==> config.mk <==
export PLATFORM = sky130hd
export DESIGN_NAME = dtmf_transceiver_control_status
export DESIGN_NICKNAME = d
export VERILOG_FILES = /design/src/hw/dtmf_pkg.sv /design/src/hw/pin_sync.sv /design/src/hw/burst_timer.sv /design/src/hw/dtmf_transceiver_control_status.sv
export VERILOG_INCLUDE_DIRS = /design/src /design/src/hw
export SDC_FILE = /design/constraint.sdc
export NUM_CORES = 1
export LEC_CHECK = 0
export BUFFER_PORTS_ARGS = -buffer_cell sky130_fd_sc_hd__buf_2
export CORE_ASPECT_RATIO = 1.25
export CORE_MARGIN = 8
export CORE_UTILIZATION = 55
export CTS_BUF_LIST = sky130_fd_sc_hd__clkbuf_8
export DETAILED_ROUTE_END_ITERATION = 16
export HOLD_SLACK_MARGIN = 0.12
export PLACE_DENSITY = 0.87
export SYNTH_ARGS = -nofsm -noshare
export SYNTH_HDL_FRONTEND = slang
export SYNTH_SLANG_ARGS = --single-unit
==> constraint.sdc <==
create_clock -name ref_clk_i -period 2.1 [get_ports ref_clk_i]
set_input_delay 0 -clock ref_clk_i [delete_from_list [all_inputs] [get_ports ref_clk_i]]
set_output_delay 0 -clock ref_clk_i [all_outputs]
set_load 0.05 [all_outputs]
==> src/hw/dtmf_defines.svh <==
`ifndef DTMF_DEFINES_SVH
`define DTMF_DEFINES_SVH
`define CLK_KHZ 250000
`define BURST_MS 51
`define BURST_CYCLES (`BURST_MS * `CLK_KHZ)
`define CNT_W 25
`define RS_DATA 1'b0
`define RS_CTRL 1'b1
`define SEL_B_BIT 3
`define CTRL_A_RST 4'h0
`define CTRL_B_RST 4'h0
`define STATUS_RST 4'h0
`define CODE_CLEAR 4'h0
`define DATA_W 4
`endif

==> src/hw/dtmf_pkg.sv <==
package dtmf_pkg;
  typedef struct packed {
    logic second_control_select;
    logic irq_enable;
    logic call_progress_select;
    logic tone_output_enable;
  } ctrl_a_s;

  typedef struct packed {
    logic column_select;
    logic single_tone;
    logic receiver_powerdown;
    logic burst_disable;
  } ctrl_b_s;

  typedef struct packed {
    logic steering_absent;
    logic rx_full;
    logic tx_empty;
    logic irq;
  } status_s;

  typedef enum logic [1:0] {
    BURST_IDLE,
    BURST_TONE,
    BURST_PAUSE
  } burst_state_e;
endpackage

==> src/hw/pin_sync.sv <==
`timescale 1ns/1ps
module pin_sync #(
  parameter int W = 1,
  parameter logic [W-1:0] RST = '0
) (
  // Clock and reset.
  input wire logic ref_clk_i,
  input wire logic rstn_i,
  input wire logic ce_i,
  // Pins and synchronised copies.
  input wire logic [W-1:0] async_i,
  output logic [W-1:0] sync_o
);
  logic [W-1:0] meta_reg;

  always_ff @(posedge ref_clk_i or negedge rstn_i) begin
    if (!rstn_i) begin
      meta_reg <= RST;
      sync_o <= RST;
    end else if (ce_i) begin
      meta_reg <= async_i;
      sync_o <= meta_reg;
    end
  end
endmodule

==> src/hw/burst_timer.sv <==
`timescale 1ns/1ps
`include "dtmf_defines.svh"
module burst_timer
  import dtmf_pkg::*;
#(
  parameter int BURST_CYCLES = `BURST_CYCLES,
  parameter int CNT_W = `CNT_W
) (
  // Clock and reset.
  input wire logic ref_clk_i,
  input wire logic rstn_i,
  input wire logic ce_i,
  // Control.
  input wire logic start_i,
  input wire logic long_i,
  input wire logic abort_i,
  // Status.
  output logic tone_o,
  output logic done_o
);
  burst_state_e state_reg;
  logic [CNT_W-1:0] cnt_reg;
  logic [CNT_W-1:0] len_short;
  logic [CNT_W-1:0] len_long;
  logic long_reg;
  logic [CNT_W:0] elapsed_reg;

  assign len_short = CNT_W'(BURST_CYCLES - 1);
  assign len_long = CNT_W'(2 * BURST_CYCLES - 1);
  assign tone_o = (state_reg == BURST_TONE);
  assign done_o = ce_i && (state_reg == BURST_PAUSE) && (cnt_reg == '0) && !abort_i && !start_i;

  // ----------------------------------------------------------------
  // Burst and pause sequencing.
  // ----------------------------------------------------------------
  always_ff @(posedge ref_clk_i or negedge rstn_i) begin
    if (!rstn_i) begin
      state_reg <= BURST_IDLE;
      cnt_reg <= '0;
      long_reg <= 1'b0;
    end else if (ce_i) begin
      if (abort_i) begin
        state_reg <= BURST_IDLE;
      end else if (start_i) begin
        state_reg <= BURST_TONE;
        cnt_reg <= long_i ? len_long : len_short;
        long_reg <= long_i;
      end else if (cnt_reg != '0) begin
        cnt_reg <= cnt_reg - 1'b1;
      end else begin
        case (state_reg)
          BURST_TONE: begin
            state_reg <= BURST_PAUSE;
            cnt_reg <= long_reg ? len_long : len_short;
          end
          BURST_PAUSE: begin
            state_reg <= BURST_IDLE;
          end
          default: begin
            state_reg <= BURST_IDLE;
          end
        endcase
      end
    end
  end

  always_ff @(posedge ref_clk_i or negedge rstn_i) begin
    if (!rstn_i) begin
      elapsed_reg <= '0;
    end else if (ce_i) begin
      elapsed_reg <= start_i ? '0 : elapsed_reg + 1'b1;
    end
  end
endmodule

==> src/hw/dtmf_transceiver_control_status.sv <==
`timescale 1ns/1ps
`include "dtmf_defines.svh"
module dtmf_transceiver_control_status
  import dtmf_pkg::*;
#(
  parameter int BURST_CYCLES = `BURST_CYCLES,
  parameter int CNT_W = `CNT_W
) (
  // Clock, reset and clock enable.
  input wire logic ref_clk_i,
  input wire logic rstn_i,
  input wire logic ce_i,
  // Microprocessor bus pins.
  input wire logic cs_n_i,
  input wire logic rd_n_i,
  input wire logic wr_n_i,
  input wire logic register_select_line_i,
  input wire logic [`DATA_W-1:0] data_i,
  output logic [`DATA_W-1:0] data_o,
  output logic data_oe_o,
  // Receiver side.
  input wire logic rx_valid_i,
  input wire logic [`DATA_W-1:0] rx_code_i,
  input wire logic steer_absent_i,
  input wire logic steer_present_i,
  input wire logic cp_square_i,
  // Transmitter side.
  output logic [`DATA_W-1:0] tx_code_o,
  output logic tone_on_o,
  output logic tone_out_en_o,
  output logic single_tone_o,
  output logic column_tone_o,
  // Power and mode.
  output logic receiver_powerdown_o,
  output logic call_progress_select_o,
  output logic osc_vref_powerdown_o,
  // Open-drain interrupt pin.
  output logic interrupt_tone_pin_o,
  output logic interrupt_tone_pin_oe_o
);
  // ----------------------------------------------------------------
  // Bus pin synchronisers and access strobes.
  // ----------------------------------------------------------------
  localparam int PIN_W = 4 + `DATA_W;
  logic [PIN_W-1:0] pins_s;
  logic cs_s;
  logic rd_s;
  logic wr_s;
  logic rs_s;
  logic [`DATA_W-1:0] din_s;
  logic cs_q;
  logic rd_q;
  logic wr_q;
  logic rs_q;
  logic wr_done;
  logic rd_start;
  logic rd_end;
  logic ctrl_wr;
  logic tx_wr;
  logic status_rd_end;

  pin_sync #(
    .W(PIN_W),
    .RST({3'b111, 1'b0, `DATA_W'(0)})
  ) u_pin_sync (
    .ref_clk_i(ref_clk_i),
    .rstn_i(rstn_i),
    .ce_i(ce_i),
    .async_i({cs_n_i, rd_n_i, wr_n_i, register_select_line_i, data_i}),
    .sync_o(pins_s)
  );

  assign {cs_s, rd_s, wr_s, rs_s} = pins_s[PIN_W-1:`DATA_W];
  assign din_s = pins_s[`DATA_W-1:0];

  always_ff @(posedge ref_clk_i or negedge rstn_i) begin
    if (!rstn_i) begin
      cs_q <= 1'b1;
      rd_q <= 1'b1;
      wr_q <= 1'b1;
      rs_q <= 1'b0;
    end else if (ce_i) begin
      cs_q <= cs_s;
      rd_q <= rd_s;
      wr_q <= wr_s;
      rs_q <= rs_s;
    end
  end

  function automatic logic rise(input logic now_v, input logic old_v);
    rise = now_v && !old_v;
  endfunction

  assign wr_done = rise(wr_s, wr_q) && !cs_q;
  assign rd_start = rise(rd_q, rd_s) && !cs_s;
  assign rd_end = rise(rd_s, rd_q) && !cs_q;
  assign ctrl_wr = wr_done && (rs_q == `RS_CTRL);
  assign tx_wr = wr_done && (rs_q == `RS_DATA);
  assign status_rd_end = rd_end && (rs_q == `RS_CTRL);

  // ----------------------------------------------------------------
  // Control registers sharing one address.
  // ----------------------------------------------------------------
  ctrl_a_s ctrl_a_reg;
  ctrl_b_s ctrl_b_reg;
  logic sel_b_reg;

  always_ff @(posedge ref_clk_i or negedge rstn_i) begin
    if (!rstn_i) begin
      ctrl_a_reg <= `CTRL_A_RST;
      ctrl_b_reg <= `CTRL_B_RST;
      sel_b_reg <= 1'b0;
    end else if (ce_i && ctrl_wr) begin
      if (sel_b_reg) begin
        ctrl_b_reg <= din_s;
        sel_b_reg <= 1'b0;
      end else begin
        ctrl_a_reg <= din_s;
        sel_b_reg <= din_s[`SEL_B_BIT];
      end
    end
  end

  // ----------------------------------------------------------------
  // Transmit data register and burst timer.
  // ----------------------------------------------------------------
  logic [`DATA_W-1:0] tx_code_reg;
  logic burst_on;
  logic timer_start;
  logic timer_abort;
  logic timer_tone;
  logic timer_done;

  assign burst_on = !ctrl_b_reg.burst_disable;
  assign timer_start = tx_wr && burst_on && ctrl_a_reg.tone_output_enable;
  assign timer_abort = !ctrl_a_reg.tone_output_enable || !burst_on;

  always_ff @(posedge ref_clk_i or negedge rstn_i) begin
    if (!rstn_i) begin
      tx_code_reg <= `CODE_CLEAR;
    end else if (ce_i) begin
      if (!ctrl_a_reg.tone_output_enable) begin
        tx_code_reg <= `CODE_CLEAR;
      end else if (tx_wr) begin
        tx_code_reg <= din_s;
      end
    end
  end

  burst_timer #(
    .BURST_CYCLES(BURST_CYCLES),
    .CNT_W(CNT_W)
  ) u_burst_timer (
    .ref_clk_i(ref_clk_i),
    .rstn_i(rstn_i),
    .ce_i(ce_i),
    .start_i(timer_start),
    .long_i(ctrl_a_reg.call_progress_select),
    .abort_i(timer_abort),
    .tone_o(timer_tone),
    .done_o(timer_done)
  );

  // ----------------------------------------------------------------
  // Status flags.
  // ----------------------------------------------------------------
  status_s status_reg;
  logic irq_reg;
  logic tx_empty_reg;
  logic rx_full_reg;
  logic steer_absent_reg;
  logic [`DATA_W-1:0] rx_code_reg;

  assign status_reg = {steer_absent_reg, rx_full_reg, tx_empty_reg, irq_reg};

  always_ff @(posedge ref_clk_i or negedge rstn_i) begin
    if (!rstn_i) begin
      tx_empty_reg <= 1'b0;
    end else if (ce_i) begin
      if (!burst_on) begin
        tx_empty_reg <= 1'b0;
      end else if (timer_done) begin
        tx_empty_reg <= 1'b1;
      end else if (status_rd_end || tx_wr) begin
        tx_empty_reg <= 1'b0;
      end
    end
  end

  always_ff @(posedge ref_clk_i or negedge rstn_i) begin
    if (!rstn_i) begin
      rx_full_reg <= 1'b0;
      rx_code_reg <= `CODE_CLEAR;
    end else if (ce_i) begin
      if (rx_valid_i) begin
        rx_full_reg <= 1'b1;
        rx_code_reg <= rx_code_i;
      end else if (status_rd_end) begin
        rx_full_reg <= 1'b0;
      end
    end
  end

  always_ff @(posedge ref_clk_i or negedge rstn_i) begin
    if (!rstn_i) begin
      irq_reg <= 1'b0;
    end else if (ce_i) begin
      if (rx_valid_i || (timer_done && burst_on)) begin
        irq_reg <= 1'b1;
      end else if (status_rd_end) begin
        irq_reg <= 1'b0;
      end
    end
  end

  always_ff @(posedge ref_clk_i or negedge rstn_i) begin
    if (!rstn_i) begin
      steer_absent_reg <= 1'b0;
    end else if (ce_i) begin
      if (steer_absent_i) begin
        steer_absent_reg <= 1'b1;
      end else if (steer_present_i) begin
        steer_absent_reg <= 1'b0;
      end
    end
  end

  // ----------------------------------------------------------------
  // Read data and pin outputs.
  // ----------------------------------------------------------------
  logic irq_pin_reg;

  always_ff @(posedge ref_clk_i or negedge rstn_i) begin
    if (!rstn_i) begin
      data_o <= `STATUS_RST;
    end else if (ce_i && rd_start) begin
      if (rs_s == `RS_CTRL) begin
        data_o <= status_reg;
      end else begin
        data_o <= rx_code_reg;
      end
    end
  end

  always_ff @(posedge ref_clk_i or negedge rstn_i) begin
    if (!rstn_i) begin
      irq_pin_reg <= 1'b0;
    end else if (ce_i) begin
      if (!ctrl_a_reg.irq_enable) begin
        irq_pin_reg <= 1'b0;
      end else if (ctrl_a_reg.call_progress_select) begin
        irq_pin_reg <= !cp_square_i;
      end else begin
        irq_pin_reg <= status_reg.irq;
      end
    end
  end

  assign data_oe_o = !cs_s && !rd_s;
  assign tx_code_o = tx_code_reg;
  assign tone_out_en_o = ctrl_a_reg.tone_output_enable;
  assign tone_on_o = ctrl_a_reg.tone_output_enable && (!burst_on || timer_tone);
  assign single_tone_o = ctrl_b_reg.single_tone;
  assign column_tone_o = ctrl_b_reg.single_tone && ctrl_b_reg.column_select;
  assign receiver_powerdown_o = ctrl_b_reg.receiver_powerdown;
  assign call_progress_select_o = ctrl_a_reg.call_progress_select;
  assign osc_vref_powerdown_o = !ctrl_a_reg.tone_output_enable
                                && ctrl_b_reg.receiver_powerdown;
  assign interrupt_tone_pin_o = 1'b0;
  assign interrupt_tone_pin_oe_o = irq_pin_reg;
endmodule

==> results_dict.tcl, run 1 <==
set metrics [dict create \
    die_x_um 88.1 \
    cts_tree "built" \
    slowest_delay_ns 0.60 \
    setup-violations-final 27 \
    grt_max_degree 50 \
    status "finished with violations" \
    grt_util_all_layers_pct 25.7 \
    drv_cap 0 \
    worstSetupPathType "register to register" \
    ys_types 53 \
    drv_slew 0 \
    met1Wirelength_mm 4.37 \
    max_freq_mhz 430 \
    peakVddDrop_mv 0.807 \
    crit_fanout 6 \
    routabilityCongestion 0.942 \
    grt_remaining_overflow 0 \
    r2r-end "u_burst_timer.cnt_reg[13]$_DFFE_PN0P_" \
    p_leak_nw 2.15 \
    path_clk_slew_ns 0.08 \
    synth_fp_nets 360 \
    cts_max_level 3 \
    vias_per_cell 6.54 \
    place.port_buffers 35 \
    die_area_sq_um 9350 \
    ios 37 \
    postSynth.asyncResetShare_pct 100 \
    initial_core_util_pct 55.5 \
    wl_per_cell_um 22.8 \
    crit_end "u_burst_timer.cnt_reg[13]$_DFFE_PN0P_" \
    top_layer "met4" \
    grt_pass1_wl_mm 18.4 \
    fillers 378 \
    antenna_found_initial 0 \
    area_delta_synth_final_pct 35.5 \
    grt_pass1_vias 3506 \
    dp_hpwl_mm 6.53 \
    setup_ws_ns -0.224 \
    hold_viol 0 \
    worst-r2r-setup-slack_ns -0.22 \
    startpoint "u_burst_timer.cnt_reg[17]$_DFFE_PN0P_" \
    power_w 0.00616 \
    drc_errors 0 \
    syn-cell-area_sq_um 3570 \
    core_sq_um 6440 \
    clockBufferDepth 2 \
    synth_ff_type "dfrtp_1" \
    dp.cells 495 \
    powerDensity_nw_per_um2 1270 \
    die-height_um 106 \
    crit_chain "or4_4 > nor4b_4 > buf_4 > nand4_1 > nand2_2 > buf_6 > o21ai_0 > o2bb2ai_1" \
    finClkSkew_ns 0.00904 \
    cp.required_ns 2.34 \
    end_kind "register" \
    rsz0062_at_grt "yes" \
    drive_gt1_share_pct 41.8 \
    drtIter0Drc 411 \
    failed_checks "setup timing" \
    drt_first_pass_iters 5 \
    cp-start-kind "register" \
    ys_ff_latch 73 \
    nets 474 \
    clock_latency_ns 0.36 \
    rows 33 \
    slew_headroom_pct 57.7 \
    wirelength_mm 12.5 \
    synth_area_per_cell_sq_um 10.5 \
    worst_hold_slack_ns 0.189 \
    cts_buffers 9 \
    clock_sinks 73 \
    worst-r2r-cell-count 8 \
    syn_inst 340 \
    synth_edf_count 0 \
    root_buffer "clkbuf_8" \
    worstReg2RegStart "u_burst_timer.cnt_reg[17]$_DFFE_PN0P_" \
    worst_path_max_delay_cell "or4_4" \
    fin_crit_sh_pct 111 \
    yosysWarningCount 0 \
    hold_class "input pin to asynchronous set/reset pin" \
    largest_reg_flops 25 \
    arrival_ns 2.57 \
    period_needed_ns 2.32 \
    worst_pin_slew_ns 0.635 \
    route.met2.wl_mm 6.20 \
    vias 3580 \
    final_cells 547 \
    yosysSeqAreaShare_pct 51.4 \
    wl_met3_um 966 \
    antenna_left 0 \
]
==> layout by cell type (no fill, tap or decap), types with 6 or more instances in the layout <==
| cell | instances |
|---|---|
| buf_4 | 48 |
| o21ai_1 | 9 |
| a21oi_1 | 13 |
| nand2_1 | 30 |
| buf_6 | 12 |
| dfrtp_1 | 64 |
| o2bb2ai_1 | 8 |
| clkbuf_8 | 9 |
| o21ai_0 | 11 |
| inv_1 | 7 |
| dlygate4sd3_1 | 18 |
| nand3_1 | 11 |
| buf_2 | 36 |
| nor2_1 | 23 |
| a31oi_1 | 8 |
| dfstp_2 | 9 |
| nor3_1 | 13 |
| mux2_2 | 32 |
| mux2i_1 | 6 |
==> synthesized netlist by cell type, types with 2 or more instances <==
master | instances | area share (%)
inv_1 | 6 | 0.63
nand4_1 | 2 | 0.35
buf_6 | 2 | 0.63
a21o_1 | 4 | 0.84
o21a_1 | 3 | 0.63
o21ai_0 | 22 | 3.1
nor4b_1 | 2 | 0.49
o31ai_1 | 3 | 0.63
o2bb2ai_1 | 9 | 2.2
nor2b_1 | 4 | 0.70
or3_1 | 4 | 0.70
buf_4 | 3 | 0.63
mux2_2 | 32 | 10
nand3_1 | 15 | 2.1
or4_4 | 2 | 0.63
mux2i_1 | 6 | 1.7
a31oi_1 | 10 | 1.8
nand2b_1 | 3 | 0.53
dfrtp_1 | 64 | 45
clkbuf_1 | 6 | 0.63
nor4_1 | 3 | 0.53
and2_1 | 3 | 0.53
nor3_1 | 15 | 2.1
o22a_1 | 3 | 0.74
nand2_1 | 33 | 3.5
nor2_2 | 2 | 0.35
and3_1 | 2 | 0.35
dfstp_2 | 9 | 6.6
nor2_1 | 25 | 2.6
or2_2 | 2 | 0.35
a22o_1 | 3 | 0.74
a21oi_1 | 16 | 2.2
buf_2 | 2 | 0.28
==> metal layers <==
layer / vias up / track usage [%]
met5: - / 0
met4: 0 / 17.8
met3: 103 / 7.18
met2: 285 / 40.9
met1: 1718 / 29.0
li1: 1474 / -
==> worst max-delay path: cells and delay by family, from the launching register on <==
family	cells	cell delay (ns)
AO/OA/AOI/OAI	2	0.28
AND/OR/NAND/NOR	4	1.19
buffers and inverters	2	0.33
flip-flops	1	0.40
==> per-stage QoR <==
| step | util, % | area (sq um) | setup slack (ns) | setup TNS (ns) |
|---|---|---|---|---|
| after global placement | 65.1 | 4190 | -0.132 | -1.70 |
| final | 75.2 | 4840 | -0.224 | -4.07 |
| after floorplan | - | 3620 | -0.0640 | -0.417 |
| after CTS | 72.5 | 4670 | -0.141 | -2.35 |
| after global routing | 75.2 | 4840 | -0.268 | -5.38 |
| after detailed placement | 65.1 | 4190 | -0.239 | -2.75 |
==> area by class of cell <==
class	instances	area, sq um	share of cell area [%]
flip-flops and latches	73	1840	37.9
multi-input cells	248	1800	37.2
repair buffers	116	896	18.5
clock buffers	9	124	2.56
well taps	87	109	2.25
clock inverters	7	48.8	1.01
inverters	6	22.5	0.465
diodes	1	2.50	0.0517
==> how the worst min path moves through the flow <==
stage | to | from | slack, ns | cells past startpoint
floorplan | call_progress_select_o$_DFFE_PN0P_ | rstn_i | -0.30 | 0
global placement | u_burst_timer.cnt_reg[6]$_DFFE_PN0P_ | rstn_i | 0.03 | 1
detailed placement | u_burst_timer.cnt_reg[6]$_DFFE_PN0P_ | rstn_i | 0.05 | 1
CTS | data_o[2]$_DFFE_PN0P_ | rstn_i | 0.22 | 2
global route | data_o[2]$_DFFE_PN0P_ | rstn_i | 0.25 | 2
finish | u_burst_timer.cnt_reg[5]$_DFFE_PN0P_ | rstn_i | 0.19 | 2
==> cell families after synthesis <==
family / Yosys count / share of synthesized area (%)
other: 1 / 0.105
multiplexers: 38 / 11.8
flip-flops: 73 / 51.4
AO/OA/AOI/OAI: 81 / 14.9
adder cells (fa/ha/maj): 1 / 0.350
buffers and inverters: 20 / 2.90
AND/OR/NAND/NOR: 126 / 18.6
==> where the power goes <==
group,switching (W),internal (W),total [W]
Clock,0.000575,0.000428,0.00100
Sequential,0.000427,0.00185,0.00228
Combinational,0.00173,0.00116,0.00289
Total,0.00273,0.00343,0.00616
==> what timing repair did <==
item / CTS / global route
setup buffers: 7 / 8
hold buffers: 18 / 0
gates cloned: 2 / 1
setup endpoints to repair: 25 / 29
resized for setup: 22 / 27
endpoints found under the hold margin: 43 / 0
pin swaps: 14 / 17
Power figures use the tool's default switching activity.
==> inputs of run 2 (changes only) <==
==> constraint.sdc (replaced) <==
create_clock -name ref_clk_i -period 2.1 [get_ports ref_clk_i]
set_input_delay 0.21 -clock ref_clk_i [delete_from_list [all_inputs] [get_ports ref_clk_i]]
set_output_delay 0.21 -clock ref_clk_i [all_outputs]
set_load 0.05 [all_outputs]
==> run 2 against run 1 <==
Net effect:
- the run still ends with setup timing left
- die area unchanged
- critical path depth did not move
- routed wire length fell by 0.59%
- clock power rose by 8%
- flip-flop and latch count did not move
- register-to-register slack worse by 0.05 ns
- worst hold slack lost 0.029 ns
- power is 3.9% higher
- combinational power increased by 6%
- clock skew shrank 0.0021 ns
- critical path type unchanged
- highest routed layer unchanged
==> results_dict.tcl, run 2 (same netlist as run 1, synthesis figures left out) <==
set metrics [dict create \
    status "finished with violations" \
    failed_checks "setup timing" \
    drtIter0Drc 459 \
    setup-violations-final 29 \
    dp.cells 501 \
    cp_top_family "simple AND/OR/NAND/NOR gates" \
    path_clk_slew_ns 0.09 \
    vias_per_cell 6.44 \
    r2r-end "u_burst_timer.cnt_reg[21]$_DFFE_PN0P_" \
    diodes 0 \
    final_cells 544 \
    cts_tree "built" \
    core_sq_um 6440 \
    drv_cap 0 \
    hold_depth 3 \
    initial_core_util_pct 55.5 \
    worstReg2RegStart "u_burst_timer.cnt_reg[6]$_DFFE_PN0P_" \
    cts_max_level 3 \
    arrival_ns 2.63 \
    wl_per_cell_um 22.8 \
    final_cell_area_sq_um 4880 \
    cp.required_ns 2.36 \
    grt_util_all_layers_pct 26.6 \
    root_buffer "clkbuf_8" \
    largest_reg_flops 25 \
    clock_latency_ns 0.37 \
    hold_class "input pin to register" \
    nets 472 \
    fin_crit_sh_pct 113 \
    slowest_delay_ns 0.57 \
    grt_pass1_vias 3618 \
    clock_sinks 73 \
    hold_path.startpoint "steer_present_i" \
    grt_max_degree 46 \
    place.port_buffers 35 \
    placed_area_sq_um 4240 \
    dp_hpwl_mm 6.50 \
    worstSetupPathType "register to register" \
    worst_path_max_delay_cell "or4_4" \
    die_area_sq_um 9350 \
    crit_chain "or4_4 > nor3_4 > buf_6 > nand4_1 > buf_4 > nand3_2 > nor2_2 > a22o_1" \
    powerDensity_nw_per_um2 1310 \
    most-common-layout-cells "64 x dfrtp_1, 54 x buf_4, 35 x buf_2, 32 x mux2_2, 31 x nand2_1" \
    routabilityCongestion 0.887 \
    finClkSkew_ns 0.00693 \
    wirelength_mm 12.4 \
    die-height_um 106 \
    drc_errors 0 \
    ios 37 \
    setup_ws_ns -0.277 \
    worst-r2r-cell-count 8 \
    die_x_um 88.1 \
    max_freq_mhz 421 \
    grt_remaining_overflow 0 \
    peakVddDrop_mv 0.738 \
    end_kind "register" \
    drv_slew 0 \
    crit_fanout 3 \
    worst_hold_slack_ns 0.160 \
    cp-start-kind "register" \
    antenna_left 0 \
    p_leak_nw 2.16 \
    drt_first_pass_iters 5 \
    slew_headroom_pct 62.2 \
    rsz0062_at_grt "yes" \
    vias 3504 \
    cts_buffers 9 \
    crit_buf_inv 2 \
    worst-r2r-setup-slack_ns -0.28 \
    drive_gt1_share_pct 43.5 \
    period_needed_ns 2.38 \
    clockBufferDepth 2 \
    hold_viol 0 \
    tns_ns -5.54 \
    antenna_found_initial 0 \
    worst_pin_slew_ns 0.566 \
    rows 33 \
    area_delta_synth_final_pct 36.4 \
    grt_pass1_wl_mm 18.9 \
    layout_commonest_cell "dfrtp_1" \
    whs_endpoint "steer_absent_reg$_DFFE_PN0P_" \
]
==> run 2: cell count changes in the layout (fill, tap and decap cells not counted), sizes merged <==
cell | previous run | this run
dlygate4sd3 | 18 | 14
diode | 1 | 0
clkinv | 2 | 1
buf | 98 | 100
a21oi | 18 | 17
clkbuf | 9 | 11
==> run 2: how the worst max path moves through the flow <==
stage | endpoint | from | slack, ns | depth (start not counted)
3_3_place_gp | u_burst_timer.cnt_reg[5]$_DFFE_PN0P_ | u_burst_timer.cnt_reg[17]$_DFFE_PN0P_ | -0.16 | 6
6_report | u_burst_timer.cnt_reg[21]$_DFFE_PN0P_ | u_burst_timer.cnt_reg[6]$_DFFE_PN0P_ | -0.28 | 8
4_1_cts | u_burst_timer.cnt_reg[16]$_DFFE_PN0P_ | u_burst_timer.cnt_reg[17]$_DFFE_PN0P_ | -0.12 | 8
5_1_grt | u_burst_timer.cnt_reg[6]$_DFFE_PN0P_ | u_burst_timer.cnt_reg[6]$_DFFE_PN0P_ | -0.36 | 8
3_5_place_dp | u_burst_timer.cnt_reg[12]$_DFFE_PN0P_ | u_burst_timer.cnt_reg[17]$_DFFE_PN0P_ | -0.22 | 8
2_1_floorplan | u_burst_timer.cnt_reg[4]$_DFFE_PN0P_ | u_burst_timer.cnt_reg[15]$_DFFE_PN0P_ | -0.06 | 7
==> run 2: metal layers <==
metal	track usage, %	vias up	routed length (um)
met5	0	-	0
met4	17.5	0	795
met3	7.25	99	1060
met2	43.0	291	6110
met1	29.9	1650	4430
li1	-	1464	-
==> run 2: area by class of cell <==
class	instances	area, sq um
clock buffers	10	138
clock inverters	6	48.8
fillers	371	1560
inverters	6	22.5
multi-input cells	247	1830
flip-flops and latches	73	1840
well taps	87	109
repair buffers	115	887
==> run 2: where the power goes <==
part	switching (W)	internal, W	total (W)	leakage [nW]
Combinational	0.00180	0.00125	0.00305	1.19
Clock	0.000609	0.000471	0.00108	0.0855
Sequential	0.000422	0.00185	0.00227	0.888
Total	0.00283	0.00357	0.00640	2.16
==> run 2: worst reg2reg max path, cell delays in order (launching register included) <==
cell	delay, ns
dfrtp_1	0.40
or4_4	0.57
nor3_4	0.27
buf_6	0.14
nand4_1	0.25
buf_4	0.26
nand3_2	0.10
nor2_2	0.07
a22o_1	0.21
==> run 2: repair_timing <==
item                                    CTS  global route
gates cloned                              0             1
resized for setup                        21            30
buffers inserted                          9             3
hold endpoints to repair                 77             0
hold buffers                             14             0
pin swaps                                10             9
endpoints found under the setup margin   25            29
==> run 2: stage by stage <==
| stage | setup slack (ns) | util [%] | power (W) |
|---|---|---|---|
| after global placement | -0.157 | 65.8 | 0.00465 |
| after global routing | -0.364 | 75.7 | 0.00661 |
| final | -0.277 | 75.7 | 0.00640 |
| after detailed placement | -0.219 | 65.8 | 0.00476 |
| after CTS | -0.125 | 73.5 | 0.00599 |
| after floorplan | -0.0640 | - | 0.00378 |
==> inputs of run 3 (changes only) <==
--- a/config.mk
+++ b/config.mk
@@ -6,14 +6,15 @@
 export SDC_FILE = /design/constraint.sdc
 export NUM_CORES = 1
 export LEC_CHECK = 0
+export ABC_AREA = 1
 export BUFFER_PORTS_ARGS = -buffer_cell sky130_fd_sc_hd__buf_2
 export CORE_ASPECT_RATIO = 1.25
 export CORE_MARGIN = 8
-export CORE_UTILIZATION = 55
+export CORE_UTILIZATION = 56
 export CTS_BUF_LIST = sky130_fd_sc_hd__clkbuf_8
 export DETAILED_ROUTE_END_ITERATION = 16
 export HOLD_SLACK_MARGIN = 0.12
-export PLACE_DENSITY = 0.87
+export PLACE_DENSITY = 0.88
 export SYNTH_ARGS = -nofsm -noshare
 export SYNTH_HDL_FRONTEND = slang
 export SYNTH_SLANG_ARGS = --single-unit
==> run 3 against run 2 <==
Net effect:
- the flow now finishes without violations
- clock-buffer cell count decreased by 1
- die area increased by 7.7%
- sequential power decreased by 14%
- area after synthesis increased by 11%
- worst hold slack got worse by 0.019 ns
- combinational power decreased by 45%
- final cell count increased by 25%
==> results_dict.tcl, run 3 <==
set metrics [dict create \
    yosysWarningCount 0 \
    grt_pass1_wl_mm 16.6 \
    drt_first_pass_iters 4 \
    worst_hold_slack_ns 0.141 \
    initial_core_util_pct 57.3 \
    seqCellArea_sq_um 1840 \
    slowest_delay_ns 0.39 \
    slew_headroom_pct 63.3 \
    status "complete, no violations" \
    yosysTopAreaCellShare_pct 40.3 \
    final_cells 678 \
    powerDensity_nw_per_um2 1050 \
    rsz0062_at_grt "no" \
    grt_pass1_vias 3735 \
    worst_pin_slew_ns 0.550 \
    cpMostUsedCell "nand2_4" \
    nets 603 \
    r2r-end "u_burst_timer.cnt_reg[23]$_DFFE_PN0P_" \
    postSynth.asyncResetShare_pct 100 \
    ios 37 \
    drive_gt1_share_pct 17.3 \
    drv_cap 0 \
    synth_ff_type "dfrtp_1" \
    peakVddDrop_mv 0.869 \
    drv_slew 0 \
    synthTopCellsByArea "dfrtp_1 40%, nand2_1 18%, nor2_1 6.5%" \
    whs_endpoint "wr_q$_DFFE_PN1P_" \
    die_area_sq_um 10100 \
    vias 3576 \
    hold_viol 0 \
    worstReg2RegStart "u_burst_timer.cnt_reg[1]$_DFFE_PN0P_" \
    p_int_w 0.00291 \
    hold_class "input pin to register" \
    fin_crit_sh_pct 89.5 \
    max_freq_mhz 532 \
    largest_reg_flops 25 \
    p_leak_nw 2.42 \
    hold_depth 2 \
    finClkSkew_ns 0.00938 \
    area_delta_synth_final_pct 16.3 \
    ys_types 38 \
    arrival_ns 2.12 \
    setup-violations-final 0 \
    path_clk_slew_ns 0.08 \
    period_needed_ns 1.88 \
    synth_edf_count 0 \
    hold_path.startpoint "ce_i" \
    synth_fp_nets 549 \
    worstSetupPathType "register to register" \
    fillers 559 \
    grt_max_degree 38 \
    drtIter0Drc 195 \
    ys_ff_latch 73 \
    syn_inst 529 \
    dp.cells 648 \
    place.port_buffers 35 \
    root_buffer "clkbuf_8" \
    antenna_left 0 \
    cts_max_level 3 \
    worst-r2r-setup-slack_ns 0.22 \
    cts_tree "built" \
    cp-start-kind "register" \
    antenna_found_initial 0 \
    crit_chain "inv_1 > ha_4 > nand2_4 > nor2_8 > nand3_2 > nor2_4 > nand2_4 > nand2_8 > inv_6 > o21ai_0 > o21ai_2" \
    cp_top_family "simple AND/OR/NAND/NOR gates" \
    wl_per_cell_um 14.0 \
    cp.required_ns 2.34 \
    die_x_um 91.4 \
    core_sq_um 6930 \
    pwr-share-clk_pct 25.6 \
    routabilityCongestion 0.944 \
    combPwrFrac_pct 34.4 \
    multi_input_area_sq_um 1870 \
    tns_ns 0 \
    p_seq_share_pct 40.0 \
    dp_hpwl_mm 6.71 \
    worst-r2r-cell-count 11 \
    clock_sinks 73 \
    die-height_um 110 \
    post_cts_buffers 0 \
    final_core_util_pct 66.7 \
    syn-cell-area_sq_um 3980 \
    synth_common_cells "192 x nand2_1, 69 x nor2_1, 64 x dfrtp_1" \
    rows 34 \
    yosys.area.top_type "dfrtp_1" \
    synth_area_per_cell_sq_um 7.52 \
    clockBufferDepth 2 \
    grt_remaining_overflow 0 \
    wirelength_mm 9.51 \
    yosysSeqAreaShare_pct 46.2 \
    end_kind "register" \
    diodes 0 \
    crit_fanout 27 \
    crit_buf_inv 2 \
    drc_errors 0 \
    synthMostInstantiatedCell "nand2_1" \
    p_switching_w 0.00196 \
    vias_per_cell 5.27 \
    clock_latency_ns 0.36 \
    swShare_pct 40.3 \
    cts_buffers 9 \
    most-common-layout-cells "192 x nand2_1, 69 x nor2_1, 64 x dfrtp_1, 43 x inv_1, 35 x buf_2" \
    layout_commonest_cell "nand2_1" \
    worst_path_max_delay_cell "dfrtp_1" \
    grt_util_all_layers_pct 20.6 \
]
## run 3: cell count changes in the layout (fill, tap and decap cells not counted), sizes merged, moves of 7 or more
cell | before | now
nor3 | 16 | 4
nand2 | 33 | 197
o2bb2ai | 9 | 0
a21oi | 17 | 4
mux2 | 32 | 0
nand3 | 15 | 28
o21ai | 24 | 44
buf | 100 | 42
nor2 | 27 | 80
inv | 8 | 53
nand4 | 2 | 9
xor2 | 0 | 9
## run 3: logic make-up (layout without fill, tap and decap cells)
family                     count (synthesis)  count (layout)  synth area share (%)
buffers and inverters                     64             123                  7.02
other                                      1               1                0.0943
adders and majority gates                  1               1                 0.315
AOI/OAI and AO/OA                         57              57                  8.50
DFF                                       73              73                  46.2
and+or+nand+nor                          324             324                  35.9
xor gates and xnor gates                   9               9                  1.98
## run 3: routing by layer
| metal | up-vias | global-route usage (%) | share of wire [%] |
|---|---|---|---|
| met3 | 31 | 5.83 | 4.1 |
| met4 | 0 | 13.0 | 4.0 |
| met2 | 94 | 38.0 | 53 |
| met5 | - | 0 | 0 |
| li1 | 1772 | - | - |
| met1 | 1679 | 20.2 | 39 |
## run 3: worst max path at each step
stage	startpoint	end	slack [ns]	depth (start not counted)
6_report	u_burst_timer.cnt_reg[1]$_DFFE_PN0P_	u_burst_timer.cnt_reg[23]$_DFFE_PN0P_	0.22	11
3_3_place_gp	u_burst_timer.cnt_reg[0]$_DFFE_PN0P_	u_burst_timer.cnt_reg[23]$_DFFE_PN0P_	0.19	11
5_1_grt	u_burst_timer.cnt_reg[1]$_DFFE_PN0P_	u_burst_timer.cnt_reg[6]$_DFFE_PN0P_	0.04	13
3_5_place_dp	u_burst_timer.cnt_reg[0]$_DFFE_PN0P_	u_burst_timer.cnt_reg[23]$_DFFE_PN0P_	0.07	11
4_1_cts	u_burst_timer.cnt_reg[0]$_DFFE_PN0P_	u_burst_timer.cnt_reg[23]$_DFFE_PN0P_	0.04	11
2_1_floorplan	tone_out_en_o$_DFFE_PN0P_	u_burst_timer.cnt_reg[22]$_DFFE_PN0P_	0.25	11
## run 3: per-stage QoR
step / power [W] / area [sq um] / setup WS [ns]
after CTS: 0.00487 / 4610 / 0.0442
after detailed placement: 0.00360 / 4240 / 0.0663
after global placement: 0.00355 / 4240 / 0.188
after floorplan: 0.00321 / 3980 / 0.247
after global routing: 0.00520 / 4620 / 0.0399
final: 0.00487 / 4620 / 0.221
## run 3: cell type report
| type | count | share of cell area (%) |
|---|---|---|
| well taps | 90 | 2.44 |
| multi-input cells | 392 | 40.5 |
| flip-flops and latches | 73 | 39.8 |
| clock inverters | 7 | 2.17 |
| inverters | 51 | 4.25 |
| clock buffers | 9 | 2.68 |
| repair buffers | 56 | 8.23 |
## run 3: timing repair
action	CTS	global route
hold endpoints to repair	34	0
gates resized for setup	0	4
endpoints found under the setup margin	0	21
hold buffers	14	0
## run 3: power by group through the flow
stage	clock, W	combinational, W	sequential (W)
2_1_floorplan	0	0.00103	0.00218
3_3_place_gp	0	0.00159	0.00195
3_5_place_dp	0	0.00163	0.00197
4_1_cts	0.00127	0.00166	0.00194
5_1_grt	0.00133	0.00188	0.00199
6_report	0.00125	0.00167	0.00195
